## config.mk

```make
export PLATFORM = sky130hd
export DESIGN_NAME = bfk_keystream_xor
export DESIGN_NICKNAME = d
export VERILOG_FILES = /design/src/hdl/bfk_bit_cipher.v /design/src/hdl/bfk_keystream_xor.v
export VERILOG_INCLUDE_DIRS = /design/src /design/src/hdl
export SDC_FILE = /design/constraint.sdc
export NUM_CORES = 1
export LEC_CHECK = 0
export BUFFER_PORTS_ARGS = -buffer_cell sky130_fd_sc_hd__buf_2
export CORE_AREA = 2 2 588 590
export DETAILED_ROUTE_END_ITERATION = 10
export DIE_AREA = 0 0 590 592
export SLEW_MARGIN = 20
export SYNTH_ARGS = -nofsm -noshare
export SYNTH_HDL_FRONTEND = slang
export SYNTH_SLANG_ARGS = --single-unit
```

## constraint.sdc

```tcl
create_clock -name core_clk -period 1.4 [get_ports core_clk]
set_input_delay 0.07 -clock core_clk [delete_from_list [all_inputs] [get_ports core_clk]]
set_output_delay 0.07 -clock core_clk [all_outputs]
set_load 0.1 [all_outputs]
```

## src/hdl/bfk_defs.vh

```
`ifndef BFK_DEFS_VH
`define BFK_DEFS_VH

// ****************************************
// Field geometry
// ****************************************
`define BFK_FIELD_BITS     388
`define BFK_CTRL_BITS      64
`define BFK_PAY_BITS       324
`define BFK_HDR_BITS       8
`define BFK_TAIL_BITS      40
`define BFK_CCRC_BITS      16
`define BFK_DATA_BITS      320
`define BFK_XCRC_BITS      4
`define BFK_TAIL_LSB       8
`define BFK_PAY_LSB        64
`define BFK_SUB_PITCH      80
`define BFK_SUB_DATA       64
`define BFK_SUB_CRC        16
`define BFK_SINGLE_DATA    304

// ****************************************
// Keystream geometry
// ****************************************
`define BFK_SEG_BITS       360
`define BFK_PAIR_BITS      720
`define BFK_SEG_PAY_OFS    40

// ****************************************
// Header code fields
// ****************************************
`define BFK_HDR_TAIL_LSB   1
`define BFK_HDR_TAIL_W     3
`define BFK_HDR_BTYPE_LSB  4
`define BFK_HDR_BTYPE_W    3

// ****************************************
// Connection service types
// ****************************************
`define BFK_SVC_UNPROT     2'h0
`define BFK_SVC_MULTI      2'h1
`define BFK_SVC_SINGLE     2'h2
`define BFK_SVC_ENCODED    2'h3

// ****************************************
// Payload formats after decode
// ****************************************
`define BFK_FMT_UNPROT     2'h0
`define BFK_FMT_MULTI      2'h1
`define BFK_FMT_SINGLE     2'h2
`define BFK_FMT_ENCODED    2'h3

`endif

```

## src/hdl/bfk_bit_cipher.v

```verilog
`timescale 1ns/10ps
`include "bfk_defs.vh"

// ****************************************
// One payload data bit: eligibility and XOR
// ****************************************
module bfk_bit_cipher #(
  parameter K = 0
) (
  fmt,
  enc_len,
  cipher_on,
  ks_bit,
  in_bit,
  out_bit
);
  input  wire [1:0] fmt;
  input  wire [8:0] enc_len;
  input  wire       cipher_on;
  input  wire       ks_bit;
  input  wire       in_bit;
  output wire       out_bit;

  localparam IN_DATA   = (K < `BFK_DATA_BITS);
  localparam IN_SINGLE = (K < `BFK_SINGLE_DATA);
  localparam IN_SUB    = ((K % `BFK_SUB_PITCH) < `BFK_SUB_DATA) && IN_DATA;

  reg eligible;

  always @* begin
    case (fmt)
      `BFK_FMT_UNPROT:  eligible = IN_DATA;
      `BFK_FMT_SINGLE:  eligible = IN_SINGLE;
      `BFK_FMT_MULTI:   eligible = IN_SUB;
      `BFK_FMT_ENCODED: eligible = IN_DATA && (K < enc_len);
      default:          eligible = 1'b0;
    endcase
  end

  // Check bits and the trailing X bits never see keystream
  assign out_bit = in_bit ^ (ks_bit & eligible & cipher_on);

endmodule

```

## src/hdl/bfk_keystream_xor.v

```verilog
`timescale 1ns/10ps
`include "bfk_defs.vh"


module bfk_keystream_xor #(
  parameter [2:0] TAIL_CIPHER_CODE = 3'h7,
  parameter [2:0] BTYPE_U_CODE     = 3'h0,
  parameter [2:0] BTYPE_E_CODE     = 3'h1,
  parameter [2:0] BTYPE_EU_CODE    = 3'h2
) (
  core_clk,
  rst_n,
  fixed_side,
  cipher_on,
  fld_valid,
  fld_ready,
  fld_tx,
  fld_service,
  fld_enc_len,
  fld_data,
  ks_valid,
  ks_ready,
  ks_pair,
  out_valid,
  out_tx,
  out_data
);
  input  wire                        core_clk;
  input  wire                        rst_n;
  input  wire                        fixed_side;
  input  wire                        cipher_on;
  input  wire                        fld_valid;
  output wire                        fld_ready;
  input  wire                        fld_tx;
  input  wire [1:0]                  fld_service;
  input  wire [8:0]                  fld_enc_len;
  input  wire [`BFK_FIELD_BITS-1:0]  fld_data;
  input  wire                        ks_valid;
  output wire                        ks_ready;
  input  wire [`BFK_PAIR_BITS-1:0]   ks_pair;
  output wire                        out_valid;
  output wire                        out_tx;
  output wire [`BFK_FIELD_BITS-1:0]  out_data;

  // ****************************************
  // Field split
  // ****************************************
  wire [`BFK_HDR_BITS-1:0]    hdr_bits;
  wire [`BFK_TAIL_BITS-1:0]   tail_bits;
  wire [`BFK_CCRC_BITS-1:0]   ccrc_bits;
  wire [`BFK_PAY_BITS-1:0]    pay_bits;
  wire [`BFK_HDR_TAIL_W-1:0]  tail_code;
  wire [`BFK_HDR_BTYPE_W-1:0] btype_code;

  assign hdr_bits   = fld_data[`BFK_HDR_BITS-1:0];
  assign tail_bits  = fld_data[`BFK_TAIL_LSB +: `BFK_TAIL_BITS];
  assign ccrc_bits  = fld_data[`BFK_CTRL_BITS-1 -: `BFK_CCRC_BITS];
  assign pay_bits   = fld_data[`BFK_PAY_LSB +: `BFK_PAY_BITS];
  assign tail_code  = hdr_bits[`BFK_HDR_TAIL_LSB +: `BFK_HDR_TAIL_W];
  assign btype_code = hdr_bits[`BFK_HDR_BTYPE_LSB +: `BFK_HDR_BTYPE_W];

  // ****************************************
  // Format decode
  // ****************************************
  reg  [1:0] svc_fmt;
  reg  [1:0] fmt;
  wire       tail_cipher;

  always @* begin
    case (fld_service)
      `BFK_SVC_UNPROT:  svc_fmt = `BFK_FMT_UNPROT;
      `BFK_SVC_MULTI:   svc_fmt = `BFK_FMT_MULTI;
      `BFK_SVC_SINGLE:  svc_fmt = `BFK_FMT_SINGLE;
      `BFK_SVC_ENCODED: svc_fmt = `BFK_FMT_ENCODED;
      default:          svc_fmt = `BFK_FMT_UNPROT;
    endcase
  end

  // Control and mixed payloads always use the multi-CRC map
  always @* begin
    case (btype_code)
      BTYPE_E_CODE:  fmt = `BFK_FMT_MULTI;
      BTYPE_EU_CODE: fmt = `BFK_FMT_MULTI;
      BTYPE_U_CODE:  fmt = svc_fmt;
      default:       fmt = svc_fmt;
    endcase
  end

  assign tail_cipher = (tail_code == TAIL_CIPHER_CODE);

  // ****************************************
  // Segment select
  // ****************************************
  wire                      use_first;
  wire [`BFK_SEG_BITS-1:0]  seg;

  // Bit 0 of each half is the earliest generator output
  assign use_first = fixed_side ? fld_tx : ~fld_tx;
  assign seg = use_first ? ks_pair[`BFK_SEG_BITS-1:0]
                         : ks_pair[`BFK_PAIR_BITS-1:`BFK_SEG_BITS];

  // ****************************************
  // Handshake
  // ****************************************
  wire take;

  // Keystream is neither waited for nor consumed while ciphering is off
  assign fld_ready = cipher_on ? ks_valid : 1'b1;
  assign take      = fld_valid & fld_ready;
  assign ks_ready  = fld_valid & cipher_on;

  // ****************************************
  // Tail cipher
  // ****************************************
  wire [`BFK_TAIL_BITS-1:0] tail_out;

  // Segment bits 0..39 are dropped for non-ciphered tail types
  assign tail_out = tail_bits ^ (seg[`BFK_TAIL_BITS-1:0]
                    & {`BFK_TAIL_BITS{tail_cipher & cipher_on}});

  // ****************************************
  // Payload cipher
  // ****************************************
  wire [`BFK_PAY_BITS-1:0] pay_out;

  genvar k;
  generate
    for (k = 0; k < `BFK_DATA_BITS; k = k + 1) begin : g_pay
      bfk_bit_cipher #(
        .K (k)
      ) u_bit (
        .fmt       (fmt),
        .enc_len   (fld_enc_len),
        .cipher_on (cipher_on),
        .ks_bit    (seg[`BFK_SEG_PAY_OFS + k]),
        .in_bit    (pay_bits[k]),
        .out_bit   (pay_out[k])
      );
    end
  endgenerate

  // Trailing 4-bit payload CRC passes untouched
  assign pay_out[`BFK_PAY_BITS-1:`BFK_DATA_BITS] =
           pay_bits[`BFK_PAY_BITS-1:`BFK_DATA_BITS];

  // ****************************************
  // Output stage
  // ****************************************
  reg                        out_valid_reg;
  reg                        out_tx_reg;
  reg  [`BFK_FIELD_BITS-1:0] out_data_reg;
  wire [`BFK_FIELD_BITS-1:0] out_data_next;

  // Header and control CRC are copied straight through
  assign out_data_next = {pay_out, ccrc_bits, tail_out, hdr_bits};

  // On transmit the CRC stage downstream sees ciphered bits; on receive the
  // CRC stage upstream has already checked the ciphered bits
  always @(posedge core_clk or negedge rst_n) begin
    if (!rst_n) begin
      out_valid_reg <= 1'b0;
      out_tx_reg    <= 1'b0;
      out_data_reg  <= {`BFK_FIELD_BITS{1'b0}};
    end else begin
      out_valid_reg <= take;
      if (take) begin
        out_tx_reg   <= fld_tx;
        out_data_reg <= out_data_next;
      end
    end
  end

  assign out_valid = out_valid_reg;
  assign out_tx    = out_tx_reg;
  assign out_data  = out_data_reg;

endmodule

```

Word-level counts from Yosys, hierarchy flattened
Index checks and enable logic that the tools add are counted.
W data, S select, Z words.
{"block": "op_classes", "n_addsub": 0, "multipliers": 0, "div": 0, "magnitude_cmp": 320, "n_eq_ne": 9, "shift": 0, "mux": 325, "bitwise_logic": 966, "n_reduce_logical": 6}
{"op": "$lt A8 B9 Y1 const A", "count": 128}
{"op": "$and A1 B1 Y1", "count": 643}
{"op": "$lt A7 B9 Y1 const A", "count": 64}
{"op": "$lt A9 B9 Y1 const A", "count": 64}
{"op": "$pmux W1 S2", "count": 256}
{"op": "$mux W360", "count": 1}
{"op": "$xor A1 B1 Y1", "count": 320}
{"op": "$lt A6 B9 Y1 const A", "count": 32}
{"op": "$pmux W1 S3", "count": 64}
{"op": "$lt A5 B9 Y1 const A", "count": 16}
{"op": "$lt A4 B9 Y1 const A", "count": 8}
{"op": "$and A40 B40 Y40", "count": 1}
{"op": "$xor A40 B40 Y40", "count": 1}
{"op": "$lt A3 B9 Y1 const A", "count": 4}
{"op": "$lt A1 B9 Y1 const A", "count": 2}
{"op": "$lt A2 B9 Y1 const A", "count": 2}
{"op": "$eq A2 B2 Y1 const B", "count": 4}
{"op": "$pmux W2 S4", "count": 1}
{"op": "$reduce_or A2 Y1", "count": 3}
{"op": "$eq A2 B1 Y1 const B", "count": 2}
{"op": "$logic_not A2 Y1", "count": 2}
{"op": "$eq A3 B1 Y1 const B", "count": 1}
{"op": "$eq A3 B2 Y1 const B", "count": 1}
{"op": "$eq A3 B3 Y1 const B", "count": 1}
{"op": "other kinds (4)", "count": 5}
{"block": "word_totals", "ff_bits": 390, "latchBits": 0, "ram_bits": 0, "mem_bits_ro": 0, "in_bits": 1126, "output_inout_bits": 392, "word_cells": 1629, "n_memories": 0}

Depth between registers and ports, before layout
Gate-level depths: netlist of run 1.
{"block": "logic_depth", "depth_word": 9, "ltp_mapped": 12, "ltp_nobuf": 9}

Least setup slack after synthesis of run 1
OpenSTA, ideal clock, no wires.
{"block": "synth_path", "path_type": "input-to-reg", "start": "input cipher_on", "end": "register out_data_reg[266] (netlist: out_data[266])", "setup_time_ns": 0.087, "arrival_time_ns": 2.410, "required_time_ns": 1.313, "slack_ns": -1.097, "cell_stages": 9, "n_path_buf": 5, "path_cell_list": "clkbuf_1 > nand2b_1 > nand2_1 > buf_2 > clkbuf_1 > buf_1 > clkbuf_1 > nand2_1 > o211ai_1"}
{"block": "synth_via", "elab_chain_cells": 2, "elab_cells_between_ends": 4, "cone_classes": "1 x mux; 3 x bitwise"}
{"item": "from (decl)", "line_no": "bfk_keystream_xor.v:31", "rtl": "input wire cipher_on;"}
{"item": "$mux W1", "line_no": "bfk_keystream_xor.v:108", "rtl": "assign fld_ready = cipher_on ? ks_valid : 1'b1;"}
{"item": "via fld_ready", "line_no": "bfk_keystream_xor.v:33", "rtl": "output wire fld_ready;"}
{"item": "$and A1 B1 Y1", "line_no": "bfk_keystream_xor.v:109", "rtl": "assign take = fld_valid & fld_ready;"}
{"item": "to (signal assigned)", "line_no": "bfk_keystream_xor.v:163", "rtl": "out_data_reg <= {`BFK_FIELD_BITS{1'b0}};"}
{"item": "to (signal assigned)", "line_no": "bfk_keystream_xor.v:168", "rtl": "out_data_reg <= out_data_next;"}
{"item": "to (decl)", "line_no": "bfk_keystream_xor.v:151", "rtl": "reg [`BFK_FIELD_BITS-1:0] out_data_reg;"}
The timed path passes the listed nets, and every way through them passes these cells.
A chain may end at the register's enable or synchronous reset.

Final worst setup path of run 1
{"block": "layout_path", "start": "input fld_data[5]", "end": "register out_data_reg[380] (netlist: out_data[380])"}
{"block": "layout_via", "elab_chain_cells": 9, "elab_cells_between_ends": 13, "cone_classes": "5 x eq/ne; 2 x mux; 3 x bitwise; 3 x reduce/logical"}
{"item": "from (decl)", "line_no": "bfk_keystream_xor.v:37", "rtl": "input wire [`BFK_FIELD_BITS-1:0] fld_data;"}
{"item": "$eq A3 B2 Y1 / $eq A3 B1 Y1 (equally long branches)", "line_no": "bfk_keystream_xor.v:81", "rtl": "case (btype_code)"}
{"item": "$reduce_or A2 Y1 (no line) *"}
{"item": "$mux W2 *", "line_no": "bfk_keystream_xor.v:81"}
{"item": "$eq A2 B2 Y1 / $eq A2 B1 Y1 (equally long branches)", "line_no": "bfk_bit_cipher.v:31", "rtl": "case (fmt)"}
{"item": "$reduce_or A2 Y1 (no line)"}
{"item": "$pmux W1 S3 *", "line_no": "bfk_bit_cipher.v:31"}
{"item": "$and A1 B1 Y1 * (2 in a row)", "line_no": "bfk_bit_cipher.v:41", "rtl": "assign out_bit = in_bit ^ (ks_bit & eligible & cipher_on);"}
{"item": "$xor A1 B1 Y1 *", "line_no": "bfk_bit_cipher.v:41"}
Every way passes the cells marked *; elsewhere a longest branch is shown, timed or not.

==> results_dict.tcl, run 1 <==
set metrics [dict create \
    routedWlPerCell_um 42.2 \
    worst_hold_slack_ns 0.0190 \
    critPathArrivalTime_ns 2.73 \
    ios 1518 \
    worstPathRequired_ns 2.10 \
    synth_nets 4341 \
    async_flop_share_pct 100 \
    synth_top_family_by_area "compound AO/OA/AOI/OAI gates" \
    grt_pass1_wl_mm 577 \
    critical_path.endpoint_type "register" \
    dpl_cell_area_um2 50900 \
    cap_violations 0 \
    final.period_utilization_pct 145 \
    dr.pass1.iters 6 \
    violations "negative setup slack" \
    synth_edf_count 0 \
    p_per_area_nw_per_um2 1090 \
    gr-total-overflow 0 \
    drive_gt1_share_pct 51.2 \
    cts_root_buffer "clkbuf_16" \
    yosysMostFrequentCell "nand2_1" \
    row_count 215 \
    start_util_pct 7.68 \
    status "finished with violations" \
    htree_levels 3 \
    synth_top_area_share_pct 37.1 \
    dieArea_um2 349000 \
    synthXorXnorAreaFrac_pct 11.1 \
    finalMaxSlewViolations 0 \
    hold_viol 0 \
    largest_reg_flops 388 \
    wl_mm 486 \
    synth_compound_area_share_pct 20.0 \
    cts_buffers 73 \
    irDropWorstVdd_mv 0.843 \
    grt_max_degree 72 \
    ant_nets 0 \
    route.vias.total 45100 \
    gp_congestion 1.01 \
    syn_area_per_cell_um2 8.19 \
    die_w_um 590 \
    setup_viol 710 \
    core_area_um2 342000 \
    final_area_um2 75800 \
    seq_area_frac_synth_pct 37.1 \
    rsz0062_at_grt "yes" \
    track_usage_pct 26.8 \
    syn_inst 3211 \
    area_delta_synth_final_pct 188 \
    reg2reg_setup_slack_ns 0.35 \
    synth_ff_type "dfrtp_1" \
    synth_area_um2 26300 \
    drc_errors 0 \
    cp_max_fo 6 \
    dp.final_hpwl_mm 423 \
    grt_pass1_vias 44000 \
    synth_fa_ha_area_share_pct 0.190 \
    path_class "input port to register" \
    fmax_mhz 493 \
    synth_top_area_cell "dfrtp_1" \
    ys_ff_latch 390 \
    yosysWarnings 0 \
    die_h_um 592 \
    fin_crit_ns 2.03 \
    worst_hold_path_type "input port to register" \
    io_buffers 1517 \
    synth_cell_types 73 \
    ctsLongestPathBuffers 4 \
    fillers 36900 \
    leakage_nw 31.6 \
    slew_headroom_pct 17.1 \
    clk_latency_ns 0.80 \
    fin_skew_ns 0 \
    worst_slack_ns -0.630 \
    vias_per_cell 3.92 \
    synth.area.mux_share_pct 7.98 \
    clkTransAtPathRegs_ns 0.06 \
    synthTopCellsByCount "726 x nand2_1, 390 x dfrtp_1, 340 x o21ai_0, 312 x xnor2_1, 194 x mux2i_1" \
    yosys.area_share.simple_pct 19.0 \
    fin_nets 7777 \
    antenna_found_initial 649 \
    synth_area_leaders "dfrtp_1 37%, xnor2_1 10%, nand2_1 10%" \
    tightest_slew_ns 1.24 \
    cts_tree "built" \
    start_kind "input port" \
    drtIter0Drc 4057 \
    cts.sinks 390 \
]
==> logic make-up after synthesis <==
logic type	after synthesis
XOR/XNOR	334
AO/OA/AOI/OAI	847
buffers and inverters	288
multiplexers	208
adder cells (fa/ha/maj)	4
flip-flops	390
AND/OR/NAND/NOR	1140
==> report_power, final <==
| group | switching, W | leakage (nW) | total, W | internal [W] |
|---|---|---|---|---|
| combinational | 0.0303 | 25.6 | 0.0473 | 0.0170 |
| sequential | 0.00212 | 4.75 | 0.0152 | 0.0131 |
| clock | 0.00839 | 1.17 | 0.0199 | 0.0115 |
==> layout make-up <==
type / instances / area (um^2) / area share [%]
inverter: 12 / 90.1 / 0.119
sequential: 390 / 9780 / 12.9
tap: 4557 / 5700 / 7.53
multi-input combinational: 2535 / 22000 / 29.0
antenna: 254 / 636 / 0.839
timing repair buffer: 3635 / 35200 / 46.4
clock buffer: 94 / 2070 / 2.73
clock inverter: 30 / 329 / 0.434
==> metal layers <==
layer / vias up / part of all wire (%) / track usage [%]
li1: 18500 / - / -
met1: 21300 / 38 / 30.4
met2: 3463 / 44 / 42.4
met3: 1559 / 11 / 11.6
met4: 312 / 7.1 / 13.9
met5: - / 0.42 / 0
==> through the flow <==
| step | total power (W) | cells | worst slack, ns | setup TNS, ns | utilization, % |
|---|---|---|---|---|---|
| floorplan | 0.0331 | 3211 | -0.611 | -141.33 | - |
| global placement | 0.0521 | 9880 | -2.73 | -601.25 | 14.9 |
| detailed placement | 0.0523 | 9882 | -2.46 | -608.15 | 14.9 |
| CTS | 0.0825 | 11200 | -0.530 | -162.91 | 21.4 |
| global route | 0.0847 | 11400 | -0.571 | -182.60 | 22.1 |
| finish | 0.0824 | 11500 | -0.630 | -156.87 | 22.1 |
==> worst max-delay path, stage by stage <==
cell and delay (ns):
buf_8 0.10, xnor2_4 0.26, nor2_1 0.08, or2_4 0.31, ha_4 0.25, buf_8 0.16, buf_6 0.13, mux2_4 0.23
o211ai_1 0.19, buf_4 0.21, a221oi_4 0.43, xnor2_1 0.18, o21ai_1 0.08
==> final timing paths <==
| path | startpoint | end | cells after the start |
|---|---|---|---|
| setup reg to reg | out_data[364] | out_data[364] | 2 |
| max in group asynchronous | rst_n | out_data[338] | 6 |
| hold / removal | ks_pair[483] | out_data[147] | 5 |
| setup / recovery | fld_data[5] | out_data[380] | 13 |
| hold reg to reg | out_data[15] | out_data[15] | 2 |
| min in group asynchronous | rst_n | out_data[194] | 4 |
==> cells in the final DEF (no fill, tap or decap), types with 76 or more instances in the layout <==
cell           netlist  routed
buf_2               48    1116
dlygate4sd3_1        0    1009
nand2_1            726     717
buf_4               21     672
buf_12               0     547
dfrtp_1            390     377
o21ai_1             46     277
diode_2              0     254
buf_6                0     246
xnor2_1            312     238
mux2i_1            194     175
nor2_1             133      91
o21ai_0            340      77
clkbuf_16            0      76
==> what timing repair did <==
action,in CTS,in global routing
setup buffers,217,104
hold buffers,1007,5
endpoints found under the setup margin,710,724
gates resized for setup,1805,336
gates cloned,5,1
endpoints found under the hold margin,779,4
pin swaps,412,385
Power figures use the tool's default switching activity.
==> inputs of run 2 (changes only) <==
- CORE_AREA: 2 2 588 590 -> 4 4 590 592
- DIE_AREA: 0 0 590 592 -> 0 0 594 596
- PLACE_DENSITY: unset -> 0.34
- clock period: 1.4 -> 2.5 ns (I/O delays scaled with it)
==> run 2 against run 1 <==
Sequential power shrank 48%. Worst hold slack gained 0.022 ns. Routed wire length shrank 9.2%. Non-clock buffer count shrank 499. Clock power shrank 45%. Largest cell class unchanged. The run still ends with negative setup slack left.
==> results_dict.tcl, run 2 (synthesized netlist as in run 1, its figures left out) <==
set metrics [dict create \
    status "finished with violations" \
    violations "negative setup slack" \
    dp.cells 9811 \
    gp_congestion 0.927 \
    final_area_um2 57600 \
    mostFrequentLayoutCell "buf_2" \
    vias_per_cell 3.71 \
    routedWlPerCell_um 40.3 \
    track_usage_pct 23.9 \
    cp_max_fo 8 \
    antenna_found_initial 541 \
    path_class "input port to register" \
    critical_path.endpoint_type "register" \
    fin_nets 7276 \
    crit_family "simple AND/OR/NAND/NOR gates" \
    wl_mm 441 \
    gr-total-overflow 0 \
    die_w_um 594 \
    cts_tree "built" \
    worstHoldStart "ks_pair[473]" \
    finalMaxSlewViolations 0 \
    dr.pass1.iters 5 \
    cts_root_buffer "clkbuf_16" \
    route.vias.total 40600 \
    worstPathRequired_ns 3.17 \
    dieArea_um2 354000 \
    ant_nets 0 \
    fin_crit_ns 2.51 \
    row_count 215 \
    clkTransAtPathRegs_ns 0.07 \
    tightest_slew_ns 1.22 \
    htree_levels 3 \
    cts.sinks 390 \
    fin_skew_ns 0 \
    worst_slack_ns -0.0137 \
    ios 1518 \
    grt_max_degree 94 \
    rsz0062_at_grt "no" \
    final_cell_mix "1512 x buf_2, 809 x dlygate4sd3_1, 723 x nand2_1, 687 x buf_4, 390 x dfrtp_1" \
    drive_gt1_share_pct 41.5 \
    drc_errors 0 \
    final.period_utilization_pct 101 \
    irDropWorstVdd_mv 0.452 \
    drtIter0Drc 3254 \
    ctsLongestPathBuffers 4 \
    io_buffers 1517 \
    finalNonFillerCells 11000 \
    p_per_area_nw_per_um2 672 \
    grt_pass1_wl_mm 531 \
    start_util_pct 7.68 \
    area_delta_synth_final_pct 119 \
    slew_headroom_pct 18.0 \
    cp-startpoint "fld_data[5]" \
    start_kind "input port" \
    cts_buffers 73 \
    leakage_nw 25.6 \
    largest_reg_flops 388 \
    core_area_um2 342000 \
    dpl_cell_area_um2 46300 \
    power.total_w 0.0387 \
    dp.final_hpwl_mm 391 \
    crit_chain "buf_2 -> xnor2_4 -> o21ai_1 -> buf_4 -> inv_2 -> ha_4 -> nand3b_1 -> buf_4 -> nor4_1 -> nor4_2 -> buf_4 -> xnor2_1 -> o21ai_0" \
    critPathArrivalTime_ns 3.18 \
    setup_viol 1 \
    die_h_um 596 \
    hold_viol 0 \
    slowest_stage "nor4_1" \
    clk_latency_ns 0.77 \
    cap_violations 0 \
    r2r-start "out_data[282]" \
    critPathBufInv 5 \
    path_common_cell "buf_4" \
    worst_hold_path_type "input port to register" \
    fmax_mhz 398 \
    finalCoreUtilization_pct 16.8 \
    grt_pass1_vias 40800 \
    cpPeakStageDelay_ns 0.79 \
]
-- run 2: cell types whose count changed in the layout (fill, tap and decap cells not counted), sizes merged, moves of 4 or more --
cell / before / now
dlygate4sd3: 1009 / 809
diode: 254 / 199
inv: 10 / 14
buf: 2624 / 2327
clkbuf: 95 / 106
clkinvlp: 7 / 2
clkinv: 19 / 10
-- run 2: power breakdown --
part           leakage [nW]  switching, W  internal (W)
clock                  1.18       0.00442       0.00652
sequential             4.77      0.000559       0.00731
combinational          19.6        0.0150       0.00486
-- run 2: cell type report --
cell class	instances	area, um^2
fillers	39000	285000
well taps	4557	5700
flip-flops and latches	390	9760
clock inverters	20	274
repair buffers	3136	23300
diodes	199	498
multi-input cells	2533	15800
clock buffers	106	2130
inverters	12	52.6
-- run 2: tightest hold or removal path, delay by kind of cell --
kind,cells,cell delay [ns]
buffers and inverters,1,0.08
multiplexers,1,0.15
XOR/XNOR,1,0.14
AO/OA/AOI/OAI,2,0.32
-- run 2: path summary, 6_finish.rpt --
check	slack [ns]	endpoint	cells past startpoint
setup / recovery	-0.01	out_data[270]	13
hold / removal	0.04	out_data[137]	5
setup reg to reg	1.12	out_data[282]	2
hold reg to reg	0.47	out_data[6]	2
max in group asynchronous	1.21	out_data[312]	4
min in group asynchronous	0.59	out_data[166]	4
-- run 2: timing repair --
| item | CTS | global route |
|---|---|---|
| hold endpoints to repair | 779 | 1 |
| setup endpoints to repair | 143 | 46 |
| pin swaps | 3 | 7 |
| setup buffers | 1 | 6 |
| hold buffers | 809 | 2 |
| gates resized for setup | 20 | 27 |
-- run 2: routing by layer --
layer	GRT usage, %	share of wire (%)	vias up
li1	-	-	17500
met1	27.6	39	19500
met2	39.1	45	2421
met3	10.3	10	959
met4	9.14	4.9	266
met5	0	0.38	-
-- run 2: stage by stage --
stage	setup WS [ns]	hold WS, ns	TNS (ns)
finish	-0.0137	0.0406	-0.0137
global route	0.00419	0.0425	0
CTS	0.00732	0.000285	0
detailed placement	-1.70	0.0874	-268.87
global placement	-1.82	0.0899	-269.89
floorplan	0.00460	-0.171	0
